**src/mls_defines.svh**
```systemverilog
// Register offsets, field positions, reset values and timing counts of the lane sequencer.
`ifndef MLS_DEFINES_SVH
`define MLS_DEFINES_SVH

`define MLS_OFS_MAIN_CONTROL 8'h00
`define MLS_OFS_SECOND_CONTROL 8'h04
`define MLS_OFS_MULTILANE_CONTROL 8'h08
`define MLS_OFS_DATA_PORT 8'h0c
`define MLS_OFS_STATUS 8'h10

`define MLS_MC_LANE_FORMAT 1:0
`define MLS_MC_READ 2
`define MLS_MC_ENABLE 3
`define MLS_SC_FRAME_COUNT 15:0
`define MLS_ML_PHASE_FORMAT 1:0
`define MLS_ML_INST_LEN 3:2
`define MLS_ML_ADDR_LEN 7:4
`define MLS_ML_WAIT 12:8

`define MLS_RST_MAIN_CONTROL 32'h0000_0000
`define MLS_RST_SECOND_CONTROL 32'h0000_0000
`define MLS_RST_MULTILANE_CONTROL 32'h0000_0000

`define MLS_CLK_PERIOD_NS 5
`define MLS_SCLK_PERIOD_NS 80
`define MLS_HALF_CYCLES ((`MLS_SCLK_PERIOD_NS / `MLS_CLK_PERIOD_NS) / 2)
`define MLS_FRAME_BITS 8
`define MLS_FIFO_DEPTH 16

`define MLS_RESP_OKAY 2'b00
`define MLS_RESP_SLVERR 2'b10

`endif

```
**src/mls_pkg.sv**
```systemverilog
// Types shared by the lane sequencer, its checker, the serial target model and the bench.
package mls_pkg;

  typedef enum {
    ST_IDLE,
    ST_START,
    ST_INST,
    ST_ADDR,
    ST_WAIT,
    ST_TX,
    ST_RX,
    ST_DONE
  } mls_state_t;

  typedef struct packed {
    logic [1:0] lane_format;
    logic read_mode;
    logic [15:0] frame_count;
    logic [1:0] phase_format;
    logic [1:0] inst_len;
    logic [3:0] addr_len;
    logic [4:0] wait_cycles;
  } mls_cfg_t;

  typedef struct packed {
    logic [7:0] data;
    logic [7:0] oe_n;
  } mls_lanes_t;

endpackage

```
**src/mls_fifo.sv**
```systemverilog
// Queue with a registered read port, parameterised in width and depth.
`timescale 1ns/1ps
module mls_fifo #(
  parameter int WIDTH = 32,
  parameter int DEPTH = 16
) (
  input wire logic aclk,
  input wire logic aresetn,
  input wire logic in_valid,
  output logic in_ready,
  input wire logic [WIDTH-1:0] in_data,
  output logic out_valid,
  input wire logic out_ready,
  output logic [WIDTH-1:0] out_data,
  output logic [$clog2(DEPTH+1)-1:0] count
);
  localparam int PW = $clog2(DEPTH);
  localparam int CW = $clog2(DEPTH+1);

  logic [WIDTH-1:0] mem_ff [DEPTH];
  logic [PW-1:0] wr_ptr_ff;
  logic [PW-1:0] rd_ptr_ff;
  logic [CW-1:0] mem_cnt_ff;
  logic [CW-1:0] count_ff;
  logic [WIDTH-1:0] out_data_ff;
  logic out_valid_ff;
  logic push;
  logic pop;
  logic load;

  // The output register counts toward the depth, so full is honest at DEPTH words.
  assign in_ready = count_ff < CW'(DEPTH);
  assign push = in_valid && in_ready;
  assign pop = out_valid_ff && out_ready;
  assign load = (mem_cnt_ff != '0) && (!out_valid_ff || pop);
  assign out_valid = out_valid_ff;
  assign out_data = out_data_ff;
  assign count = count_ff;

  always_ff @(posedge aclk) begin
    if (push) begin
      mem_ff[wr_ptr_ff] <= in_data;
    end
  end

  always_ff @(posedge aclk) begin
    if (!aresetn) begin
      wr_ptr_ff <= '0;
      rd_ptr_ff <= '0;
      mem_cnt_ff <= '0;
      count_ff <= '0;
    end else begin
      if (push) begin
        wr_ptr_ff <= (wr_ptr_ff == PW'(DEPTH-1)) ? '0 : wr_ptr_ff + 1'b1;
      end
      if (load) begin
        rd_ptr_ff <= (rd_ptr_ff == PW'(DEPTH-1)) ? '0 : rd_ptr_ff + 1'b1;
      end
      mem_cnt_ff <= mem_cnt_ff + CW'(push) - CW'(load);
      count_ff <= count_ff + CW'(push) - CW'(pop);
    end
  end

  always_ff @(posedge aclk) begin
    if (!aresetn) begin
      out_valid_ff <= 1'b0;
      out_data_ff <= '0;
    end else if (load) begin
      out_valid_ff <= 1'b1;
      out_data_ff <= mem_ff[rd_ptr_ff];
    end else if (pop) begin
      out_valid_ff <= 1'b0;
    end
  end
endmodule

```
**src/mls_sequencer.sv**
```systemverilog
// Multi-lane serial phase sequencer with an AXI4-Lite register slave.
// Function
// - Phase format 01b: instruction on one lane, address on all selected lanes.
// - Phase format 10b: instruction and address on all lanes, then data.
// - Instruction-only transfers are supported; with 10b it uses all lanes.
// - Highest lane N is 7, 3 or 1 for lane format 11b, 10b, 01b.
// - A read runs instruction, address, wait gap, then received data.
// - Exactly the programmed number of serial clock wait periods, zero allowed.
// - Read sends instruction and address once, receives frame count plus one frames, then deselects.
// - Read with 00b: instruction and address single lane, then wait, multi-lane data.
// - Lane format field sets the data lane format of every read.
// - A write starts only once instruction and address are queued.
// - A write sends instruction and address once, then streams until queue empty.
// - Instruction length 0, 4, 8 or 16 bits; one queue entry each.
// - Standard lane format sends every phase on one lane, ignoring phase format.
`timescale 1ns/1ps
`include "mls_defines.svh"
module mls_sequencer (
  input wire logic aclk,
  input wire logic aresetn,
  input wire logic [7:0] s_axi_awaddr,
  input wire logic s_axi_awvalid,
  output logic s_axi_awready,
  input wire logic [31:0] s_axi_wdata,
  input wire logic [3:0] s_axi_wstrb,
  input wire logic s_axi_wvalid,
  output logic s_axi_wready,
  output logic [1:0] s_axi_bresp,
  output logic s_axi_bvalid,
  input wire logic s_axi_bready,
  input wire logic [7:0] s_axi_araddr,
  input wire logic s_axi_arvalid,
  output logic s_axi_arready,
  output logic [31:0] s_axi_rdata,
  output logic [1:0] s_axi_rresp,
  output logic s_axi_rvalid,
  input wire logic s_axi_rready,
  output logic sclk_out,
  output logic select_n,
  output mls_pkg::mls_lanes_t lanes,
  input wire logic [7:0] lane_in
);
  import mls_pkg::*;

  localparam int CW = $clog2(`MLS_FIFO_DEPTH + 1);

  function automatic logic [31:0] merge(input logic [31:0] old, input logic [31:0] nw,
                                        input logic [3:0] strb);
    logic [31:0] res;
    res = old;
    for (int i = 0; i < 4; i++) begin
      if (strb[i]) begin
        res[i*8 +: 8] = nw[i*8 +: 8];
      end
    end
    return res;
  endfunction

  function automatic logic [3:0] lane_width(input logic [1:0] lf);
    case (lf)
      2'b01: return 4'h2;
      2'b10: return 4'h4;
      2'b11: return 4'h8;
      default: return 4'h1;
    endcase
  endfunction

  function automatic logic [5:0] inst_bits(input logic [1:0] code);
    case (code)
      2'b01: return 6'h04;
      2'b10: return 6'h08;
      2'b11: return 6'h10;
      default: return 6'h00;
    endcase
  endfunction

  function automatic logic [5:0] addr_bits(input logic [3:0] len);
    // Only one queue word carries the address, so widths beyond 32 bits clamp.
    return (len > 4'h8) ? 6'h20 : {len, 2'b00};
  endfunction

  // Register bus.
  logic aw_hold_ff, w_hold_ff, bvalid_ff, rvalid_ff;
  logic [7:0] awaddr_ff;
  logic [31:0] wdata_ff, rdata_ff;
  logic [3:0] wstrb_ff;
  logic [1:0] bresp_ff, rresp_ff;
  logic [31:0] main_ctrl_ff, second_ctrl_ff, ml_ctrl_ff;
  logic do_write, rd_take, w_is_data, w_mapped, r_mapped;
  logic [31:0] rd_mux, status_word;

  // Queues.
  logic tx_in_ready, tx_out_valid, tx_pop;
  logic [31:0] tx_out_data;
  logic [CW-1:0] tx_count;
  logic rx_in_ready, rx_out_valid, rx_pop;
  logic [31:0] rx_out_data;
  logic [CW-1:0] rx_count;

  // Serial engine.
  mls_state_t state_ff, nxt_state;
  mls_cfg_t cfg_reg, cfg_ff;
  logic [31:0] shift_ff;
  logic [5:0] bits_ff;
  logic [4:0] wait_ff;
  logic [16:0] frames_ff;
  logic [7:0] acc_ff;
  logic rx_push_ff;
  logic [31:0] rx_word_ff;
  logic sclk_ff, select_n_ff;
  mls_lanes_t lanes_ff, nxt_lanes;
  logic [4:0] div_ff;
  logic [7:0] rx_meta_ff, rx_sync_ff;
  logic half_tick, active, stall, tick, rise, fall, phase_end, enter, start_ok;
  logic [3:0] lw, inst_w, addr_w, cur_w;
  logic [1:0] need;
  logic [7:0] in_bits;

  assign w_is_data = awaddr_ff == `MLS_OFS_DATA_PORT;
  assign w_mapped = (awaddr_ff == `MLS_OFS_MAIN_CONTROL) || (awaddr_ff == `MLS_OFS_SECOND_CONTROL) ||
                    (awaddr_ff == `MLS_OFS_MULTILANE_CONTROL) || w_is_data ||
                    (awaddr_ff == `MLS_OFS_STATUS);
  // A data port write waits for room in the transmit queue; this is the back-pressure.
  assign do_write = aw_hold_ff && w_hold_ff && !bvalid_ff && (!w_is_data || tx_in_ready);
  assign s_axi_awready = !aw_hold_ff && !bvalid_ff;
  assign s_axi_wready = !w_hold_ff && !bvalid_ff;
  assign s_axi_bvalid = bvalid_ff;
  assign s_axi_bresp = bresp_ff;
  assign rd_take = s_axi_arvalid && !rvalid_ff;
  assign s_axi_arready = !rvalid_ff;
  assign s_axi_rvalid = rvalid_ff;
  assign s_axi_rdata = rdata_ff;
  assign s_axi_rresp = rresp_ff;
  assign rx_pop = rd_take && (s_axi_araddr == `MLS_OFS_DATA_PORT);

  always_ff @(posedge aclk) begin
    if (!aresetn) begin
      aw_hold_ff <= 1'b0;
      w_hold_ff <= 1'b0;
      awaddr_ff <= 8'h00;
      wdata_ff <= 32'h0000_0000;
      wstrb_ff <= 4'h0;
    end else begin
      if (s_axi_awvalid && s_axi_awready) begin
        aw_hold_ff <= 1'b1;
        awaddr_ff <= s_axi_awaddr;
      end else if (do_write) begin
        aw_hold_ff <= 1'b0;
      end
      if (s_axi_wvalid && s_axi_wready) begin
        w_hold_ff <= 1'b1;
        wdata_ff <= s_axi_wdata;
        wstrb_ff <= s_axi_wstrb;
      end else if (do_write) begin
        w_hold_ff <= 1'b0;
      end
    end
  end

  always_ff @(posedge aclk) begin
    if (!aresetn) begin
      bvalid_ff <= 1'b0;
      bresp_ff <= `MLS_RESP_OKAY;
    end else if (do_write) begin
      bvalid_ff <= 1'b1;
      bresp_ff <= w_mapped ? `MLS_RESP_OKAY : `MLS_RESP_SLVERR;
    end else if (s_axi_bready) begin
      bvalid_ff <= 1'b0;
    end
  end

  always_ff @(posedge aclk) begin
    if (!aresetn) begin
      main_ctrl_ff <= `MLS_RST_MAIN_CONTROL;
      second_ctrl_ff <= `MLS_RST_SECOND_CONTROL;
      ml_ctrl_ff <= `MLS_RST_MULTILANE_CONTROL;
    end else if (do_write) begin
      case (awaddr_ff)
        `MLS_OFS_MAIN_CONTROL: main_ctrl_ff <= merge(main_ctrl_ff, wdata_ff, wstrb_ff);
        `MLS_OFS_SECOND_CONTROL: second_ctrl_ff <= merge(second_ctrl_ff, wdata_ff, wstrb_ff);
        `MLS_OFS_MULTILANE_CONTROL: ml_ctrl_ff <= merge(ml_ctrl_ff, wdata_ff, wstrb_ff);
        default: ;
      endcase
    end
  end

  assign status_word = {16'h0000, 3'b000, rx_count, 3'b000, tx_count} |
                       {31'h0, state_ff != ST_IDLE} << 31;
  assign r_mapped = (s_axi_araddr == `MLS_OFS_MAIN_CONTROL) ||
                    (s_axi_araddr == `MLS_OFS_SECOND_CONTROL) ||
                    (s_axi_araddr == `MLS_OFS_MULTILANE_CONTROL) ||
                    (s_axi_araddr == `MLS_OFS_DATA_PORT) || (s_axi_araddr == `MLS_OFS_STATUS);

  always_comb begin
    case (s_axi_araddr)
      `MLS_OFS_MAIN_CONTROL: rd_mux = main_ctrl_ff & 32'h0000_000f;
      `MLS_OFS_SECOND_CONTROL: rd_mux = second_ctrl_ff & 32'h0000_ffff;
      `MLS_OFS_MULTILANE_CONTROL: rd_mux = ml_ctrl_ff & 32'h0000_1fff;
      `MLS_OFS_DATA_PORT: rd_mux = rx_out_valid ? rx_out_data : 32'h0000_0000;
      `MLS_OFS_STATUS: rd_mux = status_word;
      default: rd_mux = 32'h0000_0000;
    endcase
  end

  always_ff @(posedge aclk) begin
    if (!aresetn) begin
      rvalid_ff <= 1'b0;
      rdata_ff <= 32'h0000_0000;
      rresp_ff <= `MLS_RESP_OKAY;
    end else if (rd_take) begin
      rvalid_ff <= 1'b1;
      rdata_ff <= rd_mux;
      rresp_ff <= r_mapped ? `MLS_RESP_OKAY : `MLS_RESP_SLVERR;
    end else if (s_axi_rready) begin
      rvalid_ff <= 1'b0;
    end
  end

  mls_fifo #(.WIDTH(32), .DEPTH(`MLS_FIFO_DEPTH)) u_tx_fifo (
    .aclk(aclk),
    .aresetn(aresetn),
    .in_valid(do_write && w_is_data),
    .in_ready(tx_in_ready),
    .in_data(wdata_ff),
    .out_valid(tx_out_valid),
    .out_ready(tx_pop),
    .out_data(tx_out_data),
    .count(tx_count)
  );

  mls_fifo #(.WIDTH(32), .DEPTH(`MLS_FIFO_DEPTH)) u_rx_fifo (
    .aclk(aclk),
    .aresetn(aresetn),
    .in_valid(rx_push_ff),
    .in_ready(rx_in_ready),
    .in_data(rx_word_ff),
    .out_valid(rx_out_valid),
    .out_ready(rx_pop),
    .out_data(rx_out_data),
    .count(rx_count)
  );

  // Serial engine: configuration is frozen at start so software may reprogram mid-transfer.
  assign cfg_reg = '{lane_format: main_ctrl_ff[`MLS_MC_LANE_FORMAT],
                     read_mode: main_ctrl_ff[`MLS_MC_READ],
                     frame_count: second_ctrl_ff[`MLS_SC_FRAME_COUNT],
                     phase_format: ml_ctrl_ff[`MLS_ML_PHASE_FORMAT],
                     inst_len: ml_ctrl_ff[`MLS_ML_INST_LEN],
                     addr_len: ml_ctrl_ff[`MLS_ML_ADDR_LEN],
                     wait_cycles: ml_ctrl_ff[`MLS_ML_WAIT]};

  assign lw = lane_width(cfg_ff.lane_format);
  // Standard lane format gives lw of one, so the phase format has no effect.
  assign inst_w = (cfg_ff.phase_format == 2'b10) ? lw : 4'h1;
  assign addr_w = (cfg_ff.phase_format == 2'b01 || cfg_ff.phase_format == 2'b10) ? lw : 4'h1;

  always_comb begin
    case (state_ff)
      ST_INST: cur_w = inst_w;
      ST_ADDR: cur_w = addr_w;
      default: cur_w = lw;
    endcase
  end

  assign need = {1'b0, cfg_reg.inst_len != 2'b00} + {1'b0, cfg_reg.addr_len != 4'h0};
  assign start_ok = main_ctrl_ff[`MLS_MC_ENABLE] &&
                    (tx_count >= ((need == 2'b00) ? CW'(1) : CW'(need)));
  assign active = (state_ff == ST_INST) || (state_ff == ST_ADDR) || (state_ff == ST_WAIT) ||
                  (state_ff == ST_TX) || (state_ff == ST_RX);
  // A full receive queue freezes the serial clock rather than dropping a frame.
  assign stall = rx_push_ff && !rx_in_ready;
  assign half_tick = div_ff == 5'(`MLS_HALF_CYCLES - 1);
  assign tick = half_tick && active && !stall;
  assign rise = tick && !sclk_ff;
  assign fall = tick && sclk_ff;
  assign phase_end = (state_ff == ST_WAIT) ? (wait_ff == 5'h01) : (bits_ff <= {2'b00, cur_w});
  assign enter = (state_ff == ST_START) || (fall && phase_end);

  always_comb begin
    nxt_state = ST_DONE;
    case (state_ff)
      ST_START: nxt_state = (cfg_ff.inst_len != 2'b00) ? ST_INST : ST_INST;
      ST_RX: nxt_state = (frames_ff > 17'h00001) ? ST_RX : ST_DONE;
      ST_WAIT: nxt_state = ST_RX;
      ST_TX: nxt_state = tx_out_valid ? ST_TX : ST_DONE;
      default: nxt_state = ST_DONE;
    endcase
    if (state_ff == ST_START || state_ff == ST_INST || state_ff == ST_ADDR) begin
      // Instruction, address, wait (reads only), data in that order, skipping empty phases.
      if (state_ff == ST_START && cfg_ff.inst_len != 2'b00) begin
        nxt_state = ST_INST;
      end else if (state_ff != ST_ADDR && cfg_ff.addr_len != 4'h0) begin
        nxt_state = ST_ADDR;
      end else if (cfg_ff.read_mode) begin
        nxt_state = (cfg_ff.wait_cycles != 5'h00) ? ST_WAIT : ST_RX;
      end else begin
        nxt_state = tx_out_valid ? ST_TX : ST_DONE;
      end
    end
  end

  // Each instruction and address takes one queue word; a bare read pops one dummy word.
  assign tx_pop = (enter && (nxt_state == ST_INST || nxt_state == ST_ADDR ||
                  nxt_state == ST_TX)) ||
                  (state_ff == ST_START && cfg_ff.read_mode && cfg_ff.inst_len == 2'b00 &&
                  cfg_ff.addr_len == 4'h0);

  always_ff @(posedge aclk) begin
    if (!aresetn) begin
      state_ff <= ST_IDLE;
      cfg_ff <= '0;
      shift_ff <= 32'h0000_0000;
      bits_ff <= 6'h00;
      wait_ff <= 5'h00;
      frames_ff <= 17'h00000;
    end else if (state_ff == ST_IDLE) begin
      if (start_ok) begin
        state_ff <= ST_START;
        cfg_ff <= cfg_reg;
      end
    end else if (state_ff == ST_DONE) begin
      state_ff <= ST_IDLE;
    end else if (enter) begin
      state_ff <= nxt_state;
      if (state_ff == ST_START) begin
        frames_ff <= {1'b0, cfg_ff.frame_count} + 17'h00001;
      end else if (state_ff == ST_RX) begin
        frames_ff <= frames_ff - 17'h00001;
      end
      case (nxt_state)
        ST_INST: begin
          shift_ff <= tx_out_data << (6'h20 - inst_bits(cfg_ff.inst_len));
          bits_ff <= inst_bits(cfg_ff.inst_len);
        end
        ST_ADDR: begin
          shift_ff <= tx_out_data << (6'h20 - addr_bits(cfg_ff.addr_len));
          bits_ff <= addr_bits(cfg_ff.addr_len);
        end
        ST_TX: begin
          shift_ff <= {tx_out_data[7:0], 24'h000000};
          bits_ff <= 6'(`MLS_FRAME_BITS);
        end
        ST_RX: bits_ff <= 6'(`MLS_FRAME_BITS);
        ST_WAIT: wait_ff <= cfg_ff.wait_cycles;
        default: ;
      endcase
    end else if (fall) begin
      shift_ff <= shift_ff << cur_w;
      bits_ff <= bits_ff - {2'b00, cur_w};
      wait_ff <= wait_ff - 5'h01;
    end
  end

  always_ff @(posedge aclk) begin
    if (!aresetn) begin
      div_ff <= 5'h00;
      sclk_ff <= 1'b0;
      select_n_ff <= 1'b1;
    end else begin
      div_ff <= (half_tick || !active) ? 5'h00 : div_ff + 5'h01;
      if (!active) begin
        sclk_ff <= 1'b0;
      end else if (tick) begin
        sclk_ff <= !sclk_ff;
      end
      select_n_ff <= !active;
    end
  end

  // Two flip-flops before the lane inputs are read; the sample lands well inside a half period.
  always_ff @(posedge aclk) begin
    if (!aresetn) begin
      rx_meta_ff <= 8'h00;
      rx_sync_ff <= 8'h00;
    end else begin
      rx_meta_ff <= lane_in;
      rx_sync_ff <= rx_meta_ff;
    end
  end

  always_comb begin
    case (lw)
      4'h2: in_bits = {6'h00, rx_sync_ff[1:0]};
      4'h4: in_bits = {4'h0, rx_sync_ff[3:0]};
      4'h8: in_bits = rx_sync_ff;
      default: in_bits = {7'h00, rx_sync_ff[1]};
    endcase
  end

  always_ff @(posedge aclk) begin
    if (!aresetn) begin
      acc_ff <= 8'h00;
      rx_push_ff <= 1'b0;
      rx_word_ff <= 32'h0000_0000;
    end else begin
      if (rise && state_ff == ST_RX) begin
        acc_ff <= (acc_ff << lw) | in_bits;
      end
      if (fall && phase_end && state_ff == ST_RX) begin
        rx_push_ff <= 1'b1;
        rx_word_ff <= {24'h000000, acc_ff};
      end else if (rx_in_ready) begin
        rx_push_ff <= 1'b0;
      end
    end
  end

  // Lane i carries shift bit 32-w+i, so the highest active lane holds the most significant bit.
  always_comb begin
    nxt_lanes.data = 8'h00;
    nxt_lanes.oe_n = 8'hff;
    for (int i = 0; i < 8; i++) begin
      if (i < int'(cur_w) && (state_ff == ST_INST || state_ff == ST_ADDR ||
          state_ff == ST_TX)) begin
        nxt_lanes.data[i] = shift_ff[32 - int'(cur_w) + i];
        nxt_lanes.oe_n[i] = 1'b0;
      end
    end
  end

  always_ff @(posedge aclk) begin
    if (!aresetn) begin
      lanes_ff <= '{data: 8'h00, oe_n: 8'hff};
    end else begin
      lanes_ff <= nxt_lanes;
    end
  end

  assign lanes = lanes_ff;
  assign sclk_out = sclk_ff;
  assign select_n = select_n_ff;
endmodule

```
**config.mk**
```make
export PLATFORM = sky130hd
export DESIGN_NAME = mls_sequencer
export DESIGN_NICKNAME = d
export VERILOG_FILES = /design/src/mls_pkg.sv /design/src/mls_fifo.sv /design/src/mls_sequencer.sv
export VERILOG_INCLUDE_DIRS = /design/src
export SDC_FILE = /design/constraint.sdc
export NUM_CORES = 2
export LEC_CHECK = 0
export ABC_CLOCK_PERIOD_IN_PS = 5200
export BUFFER_PORTS_ARGS = -buffer_cell sky130_fd_sc_hd__buf_2
export CAP_MARGIN = 20
export CORE_ASPECT_RATIO = 1.5
export CORE_MARGIN = 5
export CORE_UTILIZATION = 45
export DETAILED_ROUTE_END_ITERATION = 10
export HOLD_SLACK_MARGIN = 0.05
export PLACE_DENSITY_LB_ADDON = 0.12
export SLEW_MARGIN = 20
export SYNTH_ARGS = -nofsm -noshare
export SYNTH_HDL_FRONTEND = slang
export SYNTH_SLANG_ARGS = --single-unit
```
**constraint.sdc**
```tcl
create_clock -name aclk -period 5.2 [get_ports aclk]
set_input_delay 1.04 -clock aclk [delete_from_list [all_inputs] [get_ports aclk]]
set_output_delay 1.04 -clock aclk [all_outputs]
set_load 0.02 [all_outputs]
```
==> run_results.csv <==
group,metric,value,unit
outcome,outcome,"finished, final reports clean",
finish,area_delta_synth_final,12.0,%
setup_path,path_cells,"inv_1 -> ha_1 -> nor2b_1 -> o31ai_2 -> nor2_1 -> inv_1 -> ha_1 -> or3b_2 -> a31oi_1 -> nor3_4 -> ha_1 -> xnor2_1 -> a21oi_1 -> mux4_2 -> mux2_2 -> nor2_1",
die,start_util,0.453,
synth,ys_seq_area_frac,0.611,
clock_tree,cts-resized-gates,0,
timing,rsz0062_at_grt,"no",
setup_path,cp_slowest_cell,"mux4_2",
timing,fin_setup_tns,0,ns
synth,yosysTopAreaCell,"edfxtp_1",
routing,detail_route.wl_per_cell,25.3,um
synth,synthFlopType,"edfxtp_1",
finish,diodes,0,
routing,vias,25500,
setup_path,crit_path_start_kind,"flip-flop",
timing,relSlewSlack,0.256,
clock_tree,hold_buffers,0,
placed_design,pre_cts_slack,0.310,ns
pwr,switching_share,0.267,
timing,timing.final.crit_share,0.927,
synth,synth-adder-area-share,0.0202,
clock_tree,cts_tree,"built",
setup_path,crit_top_cell,"ha_1",
synth,synthTopCellsByCount,"edfxtp_1 (640), dfxtp_1 (327), nor2_1 (283)",
pwr,p_seq_frac,0.472,
setup_path,ff2ff_setup_slack,0.38,ns
synth,synth_xor_area_frac,0.0118,
clock_tree,post_cts_buffers,0,
pwr,power_switching,0.00507,W
pwr,power.density,402,mW/mm^2
global_routing,grt_pass1_wl,168000,um
synth,synthMuxAreaShare,0.181,
timing,finalHoldWorstSlack,0.433,ns
routing,via_per_inst,5.81,
synth,synth_top_family_by_area,"multiplexers",
finish,layout.cells.non_filler,4392,
timing,setup_ws,0.378,ns
global_routing,grt_pass1_vias,26400,
timing,fmax,0.207,GHz
global_routing,gr-total-overflow,0,
timing,period_needed,4.82,ns
placed_design,place.gp.congestion,0.884,
clock_tree,h-tree-depth,3,
finish,drive_gt1_frac,0.206,
global_routing,antenna_found_initial,1,
die,core,0.0931,mm^2
flow_run,maxCapViolCount,0,
setup_path,max_stage_delay,0.54,ns
timing,worst_pin_slew,1.12,ns
routing,drtPass1Iterations,5,
min_path,hold_path_class,"flip-flop to flip-flop",
finish,layout.nets,3193,
clock_tree,clkSlewWorstSetupHoldPaths,0.06,ns
synth,synth_edf_count,640,
synth,synth_compound_area_frac,0.0710,
placed_design,dp_hpwl,72600,um
setup_path,cp_max_fo,8,
pwr,p_comb_frac,0.177,
pwr,p_leak,16.3,nW
clock_tree,cts_root_buf,"clkbuf_16",
synth,synth_cell_types,96,
routing,drt_wl_total,111000,um
global_routing,grt_max_degree,166,
die,die_area,0.100,mm^2
setup_path,critPathCaptureType,"flip-flop",
routing,postRouteAntennaNets,0,
synth,avgSynthCellArea,14.2,um^2
clock_tree,numCtsBuffers,93,
die,pin_count,126,
placed_design,dp.cells,4216,
synth,synth-simple-area-share,0.0770,
timing,setup_violations,0,
synth,syn_inst,2980,
die,rows,137,
synth,synth_top_area_frac,0.455,
timing,skew,0.0242,ns
setup_path,required,5.80,ns
synth,ys_seq_elements,967,
global_routing,grt_usage,0.221,
timing,drv_slew,0,
routing,drc,0,
pwr,pwr-share-clk,0.351,
setup_path,path_buf_inv,2,
clock_tree,clock_latency,0.68,ns
synth,ys.warnings.count,0,
synth,syn_area,0.0422,mm^2
clock_tree,clock_sinks,967,
setup_path,worstSetupPathType,"flip-flop to flip-flop",
setup_path,critPathArrivalTime,5.42,ns
synth,yosysMostFrequentCell,"edfxtp_1",
finish,post-route-util,0.508,
setup_path,crit_family,"simple AND/OR/NAND/NOR gates",
routing,drtIter0Drc,1892,
pwr,internal_power,0.0140,W
synth,synth-async-reset-ratio,0,
synth,ys_top_cells_by_area,"edfxtp_1 (46%), dfxtp_1 (16%), mux4_2 (13%)",
placed_design,port_buffers,106,
die,die_w,260,um
clock_tree,cts_max_path_buffers,3,
die,die_h,385,um
pwr,peakVddDrop,288,uV
timing,hold_viol_final,0,
-- sequential cells by signal, indices dropped and copies added (netlist names), 17 cells and up --
signal,flops
s_axi_rdata,17
u_rx_fifo.mem_ff,128
u_tx_fifo.mem_ff,512
shift_ff,32
wdata_ff,32
u_tx_fifo.out_data,32
cfg_ff,32
frames_ff,17
-- worst paths after layout --
path / start / endpoint / cells after the start
worst max-delay path: cfg_ff[11]$_SDFFE_PN0P_ / lanes[15]$_SDFF_PN0_ / 16
worst min-delay path: rx_meta_ff[0]$_SDFF_PN0_ / rx_sync_ff[0]$_SDFF_PN0_ / 1
worst max register to register: cfg_ff[11]$_SDFFE_PN0P_ / lanes[15]$_SDFF_PN0_ / 16
worst min register to register: rx_meta_ff[0]$_SDFF_PN0_ / rx_sync_ff[0]$_SDFF_PN0_ / 1
-- cell families (layout without fill, tap and decap cells) --
kind of cell,after synthesis,after routing
XOR/XNOR,57,57
buffers and inverters,283,427
AO/OA/AOI/OAI,447,447
AND/OR/NAND/NOR,703,703
other,2,19
multiplexers,456,456
flip-flops,967,967
adder cells (fa/ha/maj),65,65
-- layout make-up --
type	instances	area (um^2)
clock inverters	41	363
multi-input cells	1747	15500
clock buffers	134	2650
repair buffers	183	1170
flip-flops and latches	967	25800
well taps	1251	1570
fillers	7948	45800
inverters	69	267
-- routing by layer --
layer  track usage  up-vias  part of all wire
met2         0.414      701              0.54
li1              -    11600                 -
met1         0.263    13100              0.38
met5             0        -                 0
met4        0.0748        0             0.032
met3        0.0275      183             0.041
-- cells in the final DEF (no fill, tap or decap), types with 17 or more instances in the layout --
master	instances
edfxtp_1	640
dfxtp_1	321
nor2_1	271
mux4_2	245
mux2i_1	197
nand2_1	181
a21oi_1	142
buf_2	106
clkbuf_16	95
o21ai_0	75
buf_4	73
inv_1	67
ha_1	60
nand3_1	39
xnor2_1	33
nor3_1	31
and2_1	28
clkbuf_1	26
xor2_1	24
nand2b_1	22
o22ai_1	20
a31oi_1	19
conb_1	19
clkinv_2	17
-- power by group through the flow --
stage	Combinational [W]	Sequential (W)	Clock, W
floorplan	0.00274	0.00879	0
detailed placement	0.00333	0.00921	0
global route	0.00369	0.00902	0.00714
CTS	0.00334	0.00904	0.00684
finish	0.00337	0.00897	0.00668
global placement	0.00326	0.00919	0
-- metrics by stage --
step / area, um^2 / power, W
floorplan: 42300 / 0.0115
global placement: 44200 / 0.0125
detailed placement: 44200 / 0.0125
CTS: 47200 / 0.0192
global route: 47300 / 0.0198
finish: 47300 / 0.0190
(Power assumes the default switching activity.)
